--- config.mk ---
export PLATFORM = sky130hd
export DESIGN_NAME = core_instruction_subset_exec
export DESIGN_NICKNAME = d
export VERILOG_FILES = /design/src/design/core_exec_pkg.sv /design/src/design/decode_if.sv /design/src/design/core_instruction_subset_exec.sv /design/src/design/opcode_decode.sv
export SDC_FILE = /design/constraint.sdc
export NUM_CORES = 1
export LEC_CHECK = 0
export ABC_AREA = 1
export CAP_MARGIN = 10
export CELL_PAD_IN_SITES_DETAIL_PLACEMENT = 0
export CELL_PAD_IN_SITES_GLOBAL_PLACEMENT = 1
export CORE_MARGIN = 4
export CORE_UTILIZATION = 48
export DETAILED_ROUTE_END_ITERATION = 12
export DONT_BUFFER_PORTS = 1
export HOLD_SLACK_MARGIN = 0.02
export MAX_ROUTING_LAYER = met4
export PLACE_DENSITY_LB_ADDON = 0.1
export SETUP_SLACK_MARGIN = 0.5
export SYNTH_ARGS = -nofsm -noshare
export SYNTH_HDL_FRONTEND = slang
export SYNTH_SLANG_ARGS = --single-unit
--- constraint.sdc ---
create_clock -name mclk -period 4.05 [get_ports mclk]
set_clock_uncertainty 0.2 [all_clocks]
set_input_delay 0.2025 -clock mclk [delete_from_list [all_inputs] [get_ports mclk]]
set_output_delay 0.2025 -clock mclk [all_outputs]
set_load 0.02 [all_outputs]
--- src/design/core_exec_pkg.sv ---
// Shared constants, types and helpers for the instruction subset core
// Functional notes
// (RQ1) Skip-test reads file; bit zero runs next normally
// (RQ2) Bit one flushes next fetch, two cycles
// (RQ3) Call pushes next instruction address onto stack
// (RQ4) Call loads eleven-bit immediate into PC low bits
// (RQ5) Call copies high latch bits 4:3 to PC
// (RQ6) Call takes two cycles, second is no-op
// (RQ7) OR combines accumulator with file register
// (RQ8) OR destination bit selects accumulator or file
// (RQ9) Move copies file to accumulator or back
// (RQ10) Move updates zero flag from moved value
// (RQ11) Four phases per instruction cycle
// (RQ12) Operand read Q2, destination write Q4
// (RQ13) Zero flag set when result is zero
// (RQ14) Stack push in Q2, PC update in Q4
package core_exec_pkg;

	// Widths of the datapath
	localparam int PC_W    = 13;
	localparam int INSTR_W = 14;
	localparam int DATA_W  = 8;
	localparam int FADDR_W = 7;
	localparam int CALLK_W = 11;
	localparam int HL_W    = 5;
	localparam int REGA_W  = 3;

	// Opcode prefixes
	localparam logic [3:0] OPC_SKIP_ONE = 4'h7;  // 01 11
	localparam logic [2:0] OPC_CALL     = 3'h4;  // 10 0
	localparam logic [5:0] OPC_OR_ACC   = 6'h04; // 00 0100
	localparam logic [5:0] OPC_MOVE     = 6'h08; // 00 1000

	// Field positions
	localparam int DEST_BIT = 7;
	localparam int BSEL_LSB = 7;
	localparam int HL_LO    = 3;
	localparam int HL_HI    = 4;

	// Register offsets on the plain register port
	localparam logic [REGA_W-1:0] REG_ACC     = 3'h0;
	localparam logic [REGA_W-1:0] REG_STATUS  = 3'h1;
	localparam logic [REGA_W-1:0] REG_HIGHLAT = 3'h2;
	localparam logic [REGA_W-1:0] REG_PC_LOW  = 3'h3;
	localparam logic [REGA_W-1:0] REG_PC_HIGH = 3'h4;
	localparam logic [REGA_W-1:0] REG_EXEC    = 3'h5;

	// Status register field positions
	localparam int ST_ZERO = 0;
	localparam int ST_SKIP = 1;

	// Values after reset
	localparam logic [PC_W-1:0]    PC_RST    = 13'h0000;
	localparam logic [INSTR_W-1:0] INSTR_RST = 14'h0000;
	localparam logic [DATA_W-1:0]  ACC_RST   = 8'h00;
	localparam logic [HL_W-1:0]    HL_RST    = 5'h00;

	// Instruction cycle phases
	typedef enum logic [3:0] {
		PH_Q1 = 4'h1,
		PH_Q2 = 4'h2,
		PH_Q3 = 4'h4,
		PH_Q4 = 4'h8
	} phase_e;

	// Decoded instruction kinds
	typedef enum logic [4:0] {
		K_NOP  = 5'h01,
		K_SKIP = 5'h02,
		K_CALL = 5'h04,
		K_OR   = 5'h08,
		K_MOVE = 5'h10
	} kind_e;

	// Zero test of an eight-bit result
	function automatic logic isZero(input logic [DATA_W-1:0] v);
		return (v == 8'h00);
	endfunction : isZero

	// Next sequential program address
	function automatic logic [PC_W-1:0] pcNext(input logic [PC_W-1:0] pc);
		return pc + 13'h0001;
	endfunction : pcNext

endpackage : core_exec_pkg

--- src/design/decode_if.sv ---
// Decode carrier between the execution core and the opcode decoder
`timescale 1ns/1ps
interface decode_if;
	logic [core_exec_pkg::INSTR_W-1:0] instr;
	core_exec_pkg::kind_e              kind;
	logic [core_exec_pkg::FADDR_W-1:0] fileSel;
	logic                              destFile;
	logic [2:0]                        bitSel;
	logic [core_exec_pkg::CALLK_W-1:0] target;

	modport decoder (input instr, output kind, fileSel, destFile, bitSel, target);
	modport core    (output instr, input kind, fileSel, destFile, bitSel, target);
endinterface : decode_if

--- src/design/core_instruction_subset_exec.sv ---
// Execution core for skip-test, call, OR and move-file instructions
`timescale 1ns/1ps
module core_instruction_subset_exec (
	input  wire logic                              mclk,
	input  wire logic                              rst_n,
	input  wire logic                              clkEn,
	output logic [core_exec_pkg::PC_W-1:0]         progAddr,
	input  wire logic [core_exec_pkg::INSTR_W-1:0] progData,
	output logic [core_exec_pkg::FADDR_W-1:0]      fileAddr,
	output logic                                   fileRdEn,
	input  wire logic [core_exec_pkg::DATA_W-1:0]  fileRdData,
	output logic                                   fileWrEn,
	output logic [core_exec_pkg::DATA_W-1:0]       fileWrData,
	output logic                                   stackPush,
	output logic [core_exec_pkg::PC_W-1:0]         returnStackTop,
	output logic [3:0]                             phase,
	input  wire logic [core_exec_pkg::REGA_W-1:0]  regAddr,
	input  wire logic [core_exec_pkg::DATA_W-1:0]  regWrData,
	input  wire logic                              regWr,
	input  wire logic                              regRd,
	output logic [core_exec_pkg::DATA_W-1:0]       regRdData
);

	// Phase sequencer and pipeline state
	core_exec_pkg::phase_e             phase_r;
	logic [core_exec_pkg::INSTR_W-1:0] instr_r;
	logic                              execNop_r;
	logic [core_exec_pkg::PC_W-1:0]    pc_r;

	// Datapath state
	logic [core_exec_pkg::DATA_W-1:0]  operand_r;
	logic [core_exec_pkg::DATA_W-1:0]  result_r;
	logic [core_exec_pkg::DATA_W-1:0]  acc_r;
	logic                              zero_r;
	logic                              skipTaken_r;
	logic [core_exec_pkg::HL_W-1:0]    highLatch_r;

	// Port-facing registers
	logic [core_exec_pkg::FADDR_W-1:0] fileAddr_r;
	logic                              fileRdEn_r;
	logic                              fileWrEn_r;
	logic [core_exec_pkg::DATA_W-1:0]  fileWrData_r;
	logic                              stackPush_r;
	logic [core_exec_pkg::PC_W-1:0]    stackTop_r;
	logic [core_exec_pkg::DATA_W-1:0]  regRdData_r;

	// Cleared data word, declared ahead of every process that uses it
	localparam logic [core_exec_pkg::DATA_W-1:0] ACC_ZERO = core_exec_pkg::ACC_RST;

	// Decode results
	core_exec_pkg::kind_e              kind;
	logic                              readsFile;
	logic                              writesResult;
	logic [core_exec_pkg::DATA_W-1:0]  result_nxt;
	logic [core_exec_pkg::PC_W-1:0]    callTarget;
	logic                              testBit;

	decode_if dec ();

	opcode_decode u_decode (
		.dec (dec)
	);

	assign dec.instr = instr_r;

	// A flushed cycle executes as a no-op whatever sits in the instruction register
	assign kind = execNop_r ? core_exec_pkg::K_NOP : dec.kind; // RQ2 RQ6

	// Instructions that touch the file register operand
	assign readsFile = (kind == core_exec_pkg::K_SKIP) ||
	                   (kind == core_exec_pkg::K_OR) ||
	                   (kind == core_exec_pkg::K_MOVE);

	// OR and move produce a result that goes to a destination
	assign writesResult = (kind == core_exec_pkg::K_OR) || (kind == core_exec_pkg::K_MOVE);

	// Result of the processing phase
	always_comb begin
		result_nxt = operand_r; // RQ9
		if (kind == core_exec_pkg::K_OR) begin
			result_nxt = acc_r | operand_r; // RQ7
		end
	end

	// Call destination: latch bits on top, immediate below
	assign callTarget = {highLatch_r[core_exec_pkg::HL_HI:core_exec_pkg::HL_LO], // RQ5
	                     dec.target}; // RQ4

	// Selected bit of the operand for the skip test
	assign testBit = operand_r[dec.bitSel]; // RQ1

	// Quadrature phase counter, one instruction cycle every four clocks
	always_ff @(posedge mclk) begin
		if (!rst_n) begin
			phase_r <= core_exec_pkg::PH_Q1;
		end else if (clkEn) begin
			unique case (phase_r)
				core_exec_pkg::PH_Q1: phase_r <= core_exec_pkg::PH_Q2; // RQ11
				core_exec_pkg::PH_Q2: phase_r <= core_exec_pkg::PH_Q3; // RQ11
				core_exec_pkg::PH_Q3: phase_r <= core_exec_pkg::PH_Q4; // RQ11
				core_exec_pkg::PH_Q4: phase_r <= core_exec_pkg::PH_Q1; // RQ11
			endcase
		end
	end

	// Fetch: the instruction at the current address is latched at the end of Q4
	always_ff @(posedge mclk) begin
		if (!rst_n) begin
			instr_r <= core_exec_pkg::INSTR_RST;
		end else if (clkEn && phase_r == core_exec_pkg::PH_Q4) begin
			instr_r <= progData;
		end
	end

	// Flush marker: the fetched word is discarded after a call or a taken skip
	always_ff @(posedge mclk) begin
		if (!rst_n) begin
			execNop_r <= 1'b1; // Nothing valid fetched yet
		end else if (clkEn && phase_r == core_exec_pkg::PH_Q4) begin
			execNop_r <= (kind == core_exec_pkg::K_CALL) || // RQ6
			             skipTaken_r; // RQ2
		end
	end

	// Program counter: sequential step or call target, changed only in Q4
	always_ff @(posedge mclk) begin
		if (!rst_n) begin
			pc_r <= core_exec_pkg::PC_RST;
		end else if (clkEn && phase_r == core_exec_pkg::PH_Q4) begin
			if (kind == core_exec_pkg::K_CALL) begin
				pc_r <= callTarget; // RQ4 RQ5 RQ14
			end else begin
				pc_r <= core_exec_pkg::pcNext(pc_r);
			end
		end
	end

	// Return stack push during Q2 of the call's first cycle
	always_ff @(posedge mclk) begin
		if (!rst_n) begin
			stackPush_r <= 1'b0;
			stackTop_r  <= core_exec_pkg::PC_RST;
		end else if (clkEn) begin
			stackPush_r <= 1'b0;
			if (phase_r == core_exec_pkg::PH_Q1 && kind == core_exec_pkg::K_CALL) begin
				stackPush_r <= 1'b1; // RQ14
				stackTop_r  <= pc_r; // RQ3
			end
		end
	end

	// File read request stands through Q2
	always_ff @(posedge mclk) begin
		if (!rst_n) begin
			fileRdEn_r <= 1'b0;
			fileAddr_r <= '0;
		end else if (clkEn) begin
			fileRdEn_r <= 1'b0;
			if (phase_r == core_exec_pkg::PH_Q1 && readsFile) begin
				fileRdEn_r <= 1'b1; // RQ12
				fileAddr_r <= dec.fileSel;
			end
		end
	end

	// Operand captured at the end of Q2
	always_ff @(posedge mclk) begin
		if (!rst_n) begin
			operand_r <= ACC_ZERO;
		end else if (clkEn && phase_r == core_exec_pkg::PH_Q2 && readsFile) begin
			operand_r <= fileRdData; // RQ12
		end
	end

	// Processing in Q3: result and skip decision
	always_ff @(posedge mclk) begin
		if (!rst_n) begin
			result_r    <= ACC_ZERO;
			skipTaken_r <= 1'b0;
		end else if (clkEn) begin
			if (phase_r == core_exec_pkg::PH_Q3) begin
				result_r    <= result_nxt;
				skipTaken_r <= (kind == core_exec_pkg::K_SKIP) && testBit; // RQ1 RQ2
			end else if (phase_r == core_exec_pkg::PH_Q4) begin
				skipTaken_r <= 1'b0;
			end
		end
	end

	// File write strobe stands through Q4 when the destination bit is one
	always_ff @(posedge mclk) begin
		if (!rst_n) begin
			fileWrEn_r   <= 1'b0;
			fileWrData_r <= ACC_ZERO;
		end else if (clkEn) begin
			fileWrEn_r <= 1'b0;
			if (phase_r == core_exec_pkg::PH_Q3 && writesResult && dec.destFile) begin
				fileWrEn_r   <= 1'b1; // RQ8 RQ9 RQ12
				fileWrData_r <= result_nxt;
			end
		end
	end

	// Accumulator: execution write at end of Q4 wins over a software write
	always_ff @(posedge mclk) begin
		if (!rst_n) begin
			acc_r <= core_exec_pkg::ACC_RST;
		end else if (clkEn) begin
			if (phase_r == core_exec_pkg::PH_Q4 && writesResult && !dec.destFile) begin
				acc_r <= result_r; // RQ8 RQ9 RQ12
			end else if (regWr && regAddr == core_exec_pkg::REG_ACC) begin
				acc_r <= regWrData;
			end
		end
	end

	// Zero flag follows OR and move results; hardware update beats software
	always_ff @(posedge mclk) begin
		if (!rst_n) begin
			zero_r <= 1'b0;
		end else if (clkEn) begin
			if (phase_r == core_exec_pkg::PH_Q4 && writesResult) begin
				zero_r <= core_exec_pkg::isZero(result_r); // RQ10 RQ13
			end else if (regWr && regAddr == core_exec_pkg::REG_STATUS) begin
				zero_r <= regWrData[core_exec_pkg::ST_ZERO];
			end
		end
	end

	// Program-counter high latch, written by software only
	always_ff @(posedge mclk) begin
		if (!rst_n) begin
			highLatch_r <= core_exec_pkg::HL_RST;
		end else if (clkEn && regWr && regAddr == core_exec_pkg::REG_HIGHLAT) begin
			highLatch_r <= regWrData[core_exec_pkg::HL_W-1:0];
		end
	end

	// Register read port: data stands in the cycle after the strobe only
	always_ff @(posedge mclk) begin
		if (!rst_n) begin
			regRdData_r <= ACC_ZERO;
		end else if (clkEn) begin
			regRdData_r <= ACC_ZERO;
			if (regRd) begin
				unique case (regAddr)
					core_exec_pkg::REG_ACC:     regRdData_r <= acc_r;
					core_exec_pkg::REG_STATUS:  regRdData_r <= {6'h00, skipTaken_r, zero_r};
					core_exec_pkg::REG_HIGHLAT: regRdData_r <= {3'h0, highLatch_r};
					core_exec_pkg::REG_PC_LOW:  regRdData_r <= pc_r[7:0];
					core_exec_pkg::REG_PC_HIGH: regRdData_r <= {3'h0, pc_r[12:8]};
					core_exec_pkg::REG_EXEC:    regRdData_r <= {3'h0, kind};
					default:                    regRdData_r <= ACC_ZERO;
				endcase
			end
		end
	end

	// Outputs straight from flip-flops
	assign progAddr       = pc_r;
	assign fileAddr       = fileAddr_r;
	assign fileRdEn       = fileRdEn_r;
	assign fileWrEn       = fileWrEn_r;
	assign fileWrData     = fileWrData_r;
	assign stackPush      = stackPush_r;
	assign returnStackTop = stackTop_r;
	assign phase          = phase_r;
	assign regRdData      = regRdData_r;

endmodule : core_instruction_subset_exec

--- src/design/opcode_decode.sv ---
// Opcode decoder for the four supported instructions
`timescale 1ns/1ps
module opcode_decode (
	decode_if.decoder dec
);

	// Pattern match on the opcode prefixes; anything else is a no-op
	always_comb begin
		dec.kind = core_exec_pkg::K_NOP;
		if (dec.instr[13:10] == core_exec_pkg::OPC_SKIP_ONE) begin
			dec.kind = core_exec_pkg::K_SKIP; // RQ1
		end else if (dec.instr[13:11] == core_exec_pkg::OPC_CALL) begin
			dec.kind = core_exec_pkg::K_CALL; // RQ4
		end else if (dec.instr[13:8] == core_exec_pkg::OPC_OR_ACC) begin
			dec.kind = core_exec_pkg::K_OR; // RQ7
		end else if (dec.instr[13:8] == core_exec_pkg::OPC_MOVE) begin
			dec.kind = core_exec_pkg::K_MOVE; // RQ9
		end
	end

	// Operand fields
	assign dec.fileSel  = dec.instr[core_exec_pkg::FADDR_W-1:0];
	assign dec.destFile = dec.instr[core_exec_pkg::DEST_BIT];
	assign dec.bitSel   = dec.instr[core_exec_pkg::BSEL_LSB+2:core_exec_pkg::BSEL_LSB];
	assign dec.target   = dec.instr[core_exec_pkg::CALLK_W-1:0];

endmodule : opcode_decode

==> summary.md <==
| Metric | Value |
|---|---|
| Simple-gate share of the synthesized area | 0.245 |
| Synth cell types | 36 |
| Via count | around 4300 |
| Logic gate share of total power | 0.055 |
| Crit path kind | reg2reg |
| Final HPWL DP | about 9700 um |
| DRT iter0 DRCs | 250 |
| Vias in the first global route | around 4000 |
| TNS Setup | 0 ns |
| Top Ports | 94 |
| Most frequent CP cell | dlygate4sd3_1 |
| Longest Clk Path Bufs | 2 |
| Worst slew pin tran | 0.770 ns |
| Hold Vio Cnt, Final | 0 |
| Clock latency on the worst-skew pair | about 0.37 ns |
| Arr. time, crit path | between 3 and 4 ns |
| Die height | 105 um |
| Startpoint types | flop |
| Initial antenna violation count | 0 |
| Flop pwr share | 0.593 |
| H-tree Lvls | 3 |
| Hold-fix buffers, CTS | between 40 and 50 |
| Outcome | completed |
| Leak | between 2 and 2.5 nW |
| Reg-to-reg endpoint | acc_r[6]$_SDFFE_PN0P_ |
| Worst Path Max Fanout | 9 |
| Critical path, cell by cell | nor2_2 -> nand4_4 -> nand2_4 -> nand4_2 -> nand3_1 -> nand2_1 -> dlygate4sd3_1 -> nor2_1 -> dlygate4sd3_1 |
| PD cells | between 300 and 400 mW/mm2 |
| Post-route ant nets | 0 |
| Num rows | 35 |
| Wire length per cell | around 17 um |
| WP buf/inv | 2 |
| Req. time, crit path | approximately 4.2 ns |
| VDD IR-drop max | approximately 0.18 mV |
| Yosys warns | 0 |
| Worst-case reg-to-reg path depth | 9 |
| Worst r2r src | dec.instr[8]$_SDFFE_PN0P_ |
| HP Class | in2reg |
| Worst path max stage delay | around 0.56 ns |
| Hold path startpoint | clkEn |
| Post-Synthesis Cells | between 600 and 700 |
| Cell family with most CP delay | simple AND/OR/NAND/NOR gates |
| # Max-Cap Violations | 0 |
| DR vias/cell | between 5 and 6 |
| Share of cells above drive strength 1 | 0.0595 |
| Adder-Cell Fraction of Synth Area | 0.00275 |
| Synth Area in Compound Gates | 0.200 |
| Aggregate global-route resource usage | 0.250 |
| Starting Density | 0.493 |
| Fin nets | 706 |
| Synth-to-layout area growth | 15.7% |
| Int Power | around 1.3 mW |
| Clk sink count | 102 |
| Largest net degree at the start of global routing | 45 |
| Post-CTS setup repair buffer count | 0 |
| Tot Pwr | approximately 1.7 mW |
| Sw power | between 0.4 and 0.5 mW |
| Number of diodes | 0 |
| Post_cts resized | 0 |
| Main combinational cell family by area after synthesis | simple AND/OR/NAND/NOR gates |
| Total CTS buffers | 9 |
| Register area share after synthesis | 0.448 |
| Setup crit start | dec.instr[8]$_SDFFE_PN0P_ |
| Drt drc | 0 |
| CTS tree | built |
| Quantity of I/O buffers inserted on ports | 0 |
| Final worst path period need | a little under 3 ns |
| GR Overflow Total | 0 |
| CP Capture Type | flop |
| Fin crit share | 0.729 |
| Drt pass-1 iters | 5 |
| Unrepaired setup endpoints after global routing | false |
| Most common flop cell mapped by yosys | dfxtp_1 |
| Clock root cell | clkbuf_8 |
| Fmax | roughly 340 MHz |
| Multiplexer share of the synthesized area | 0 |
| Clock transition at path regs | 0.10 ns |
| Flop2flop setup slack | approximately 1.1 ns |
| Fin cells | roughly 800 |
| Die Width | between 100 and 150 um |
| Core Box Area | 0.00924 mm2 |
| Drt total wl | roughly 13000 um |
| Fin. max-slew vios | 0 |
| DP Cell Count | ~740 |
| Filler cells | 924 |
| RePlAce Congestion | between 0.8 and 0.9 |
| Flops & latches, synth | ~100 |
| Sw Share | 0.246 |
| Die area | about 0.011 mm2 |
| Fin Hold WS | 0.0595 ns |
| Synth Area per Inst | between 7 and 8 um2 |
| Synth async-reset ratio | 0 |
| Rel. slew slack | 0.486 |
| Final setup fails | 0 |
| WHS Endpoint | acc_r[1]$_SDFFE_PN0P_ |
| Mapped Nets | 670 |
| Mapped Area | ~0.0046 mm2 |
| Clock share of power | 0.352 |
| EDFF count, synth | 0 |
| Slowest CP cell | dlygate4sd3_1 |
| Xor/xnor cell area share of the yosys netlist | 0.0154 |
| Hold depth | 3 |
| Global-route wire length before repair | 21500 um |
==> cell families after synthesis <==
family / count (synthesis)
XOR/XNOR: 8
buffers and inverters: 102
AND/OR/NAND/NOR: 246
AO/OA/AOI/OAI: 172
flip-flops: 102
adder cells (fa/ha/maj): 1
==> final cells by class <==
cell class | count | area [um2] | area share
multi-input combinational | 427 | 2110 | 0.400
sequential | 102 | 2040 | 0.387
timing repair buffer | 47 | 478 | 0.0907
inverter | 80 | 303 | 0.0575
tap | 129 | 161 | 0.0306
clock buffer | 11 | 141 | 0.0268
clock inverter | 5 | 35.0 | 0.00665
==> power groups by stage <==
| stage | registers, mW | clock network [mW] | logic, mW |
|---|---|---|---|
| 6_report | 1.01 | 0.603 | 0.0942 |
| 5_1_grt | 1.02 | 0.651 | 0.104 |
| 4_1_cts | 1.01 | 0.610 | 0.0931 |
| 3_5_place_dp | 1.04 | 0 | 0.0513 |
| 3_3_place_gp | 1.04 | 0 | 0.0511 |
| 2_1_floorplan | 1.04 | 0 | 0.0462 |
==> synth_stat cells, types with 2 or more instances <==
master | count | area, um2
dfxtp_1 | 102 | 2040
nand2_1 | 102 | 383
nor2_1 | 74 | 278
inv_1 | 72 | 270
o21ai_0 | 67 | 335
a21oi_1 | 57 | 285
nand3_1 | 33 | 165
o21ai_1 | 21 | 105
clkbuf_1 | 14 | 52.6
o22ai_1 | 14 | 87.6
nand4_1 | 10 | 62.6
xor2_1 | 8 | 70.1
inv_2 | 6 | 22.5
o211ai_1 | 6 | 45.0
buf_2 | 5 | 25.0
nor2_2 | 4 | 25.0
nor4_1 | 4 | 25.0
o21bai_1 | 4 | 30.0
buf_4 | 3 | 22.5
nand2_2 | 3 | 18.8
nor3_1 | 3 | 15.0
and2_1 | 2 | 12.5
nand2_4 | 2 | 22.5
nand3_2 | 2 | 20.0
nand4_2 | 2 | 25.0
==> tightest hold or removal path, stage by stage <==
cell and delay, ns:
nand4_2 0.17, nand3_1 0.09, a21oi_1 0.13
==> how the worst max path moves through the flow <==
stage / endpoint / cells past startpoint
2_1_floorplan: progAddr[12]$_SDFFE_PN0P_ / 10
3_3_place_gp: progAddr[8]$_SDFFE_PN0P_ / 7
3_5_place_dp: returnStackTop[8]$_SDFFE_PN0P_ / 8
4_1_cts: acc_r[6]$_SDFFE_PN0P_ / 8
5_1_grt: acc_r[6]$_SDFFE_PN0P_ / 10
6_report: acc_r[6]$_SDFFE_PN0P_ / 9
==> flip-flops by register name, summed over array words and instances, names as in the netlist, 4 cells and up <==
register        count
dec.instr          14
acc_r               8
phase               4
fileWrData          8
fileAddr            7
progAddr           13
operand_r           8
highLatch_r         5
returnStackTop     13
result_r            8
regRdData           8
==> per-stage QoR <==
stage,cell area [um2],setup WS [ns],utilization
floorplan,4550,2.21,-
global placement,4620,1.63,0.500
detailed placement,4620,1.54,0.500
CTS,5270,1.13,0.570
global route,5270,0.914,0.570
finish,5270,1.10,0.570
==> layer usage <==
layer	track usage	routed length [um]	vias up
li1	-	-	2161
met1	0.306	5900	2020
met2	0.421	6480	128
met3	0.0570	839	14
met4	0.0534	163	0
met5	-	0	-
==> layout by cell type (no fill, tap or decap), types with 4 or more instances in the layout <==
cell type	Yosys	final
nand2_1	102	102
dfxtp_1	102	102
nor2_1	74	74
inv_1	72	72
o21ai_0	67	67
a21oi_1	57	57
dlygate4sd3_1	0	45
nand3_1	33	33
o21ai_1	21	21
o22ai_1	14	14
nand4_1	10	10
clkbuf_8	0	10
xor2_1	8	8
inv_2	6	6
o211ai_1	6	6
nor2_2	4	4
nor4_1	4	4
o21bai_1	4	4
No activity file was read; power rests on OpenSTA's default activity.
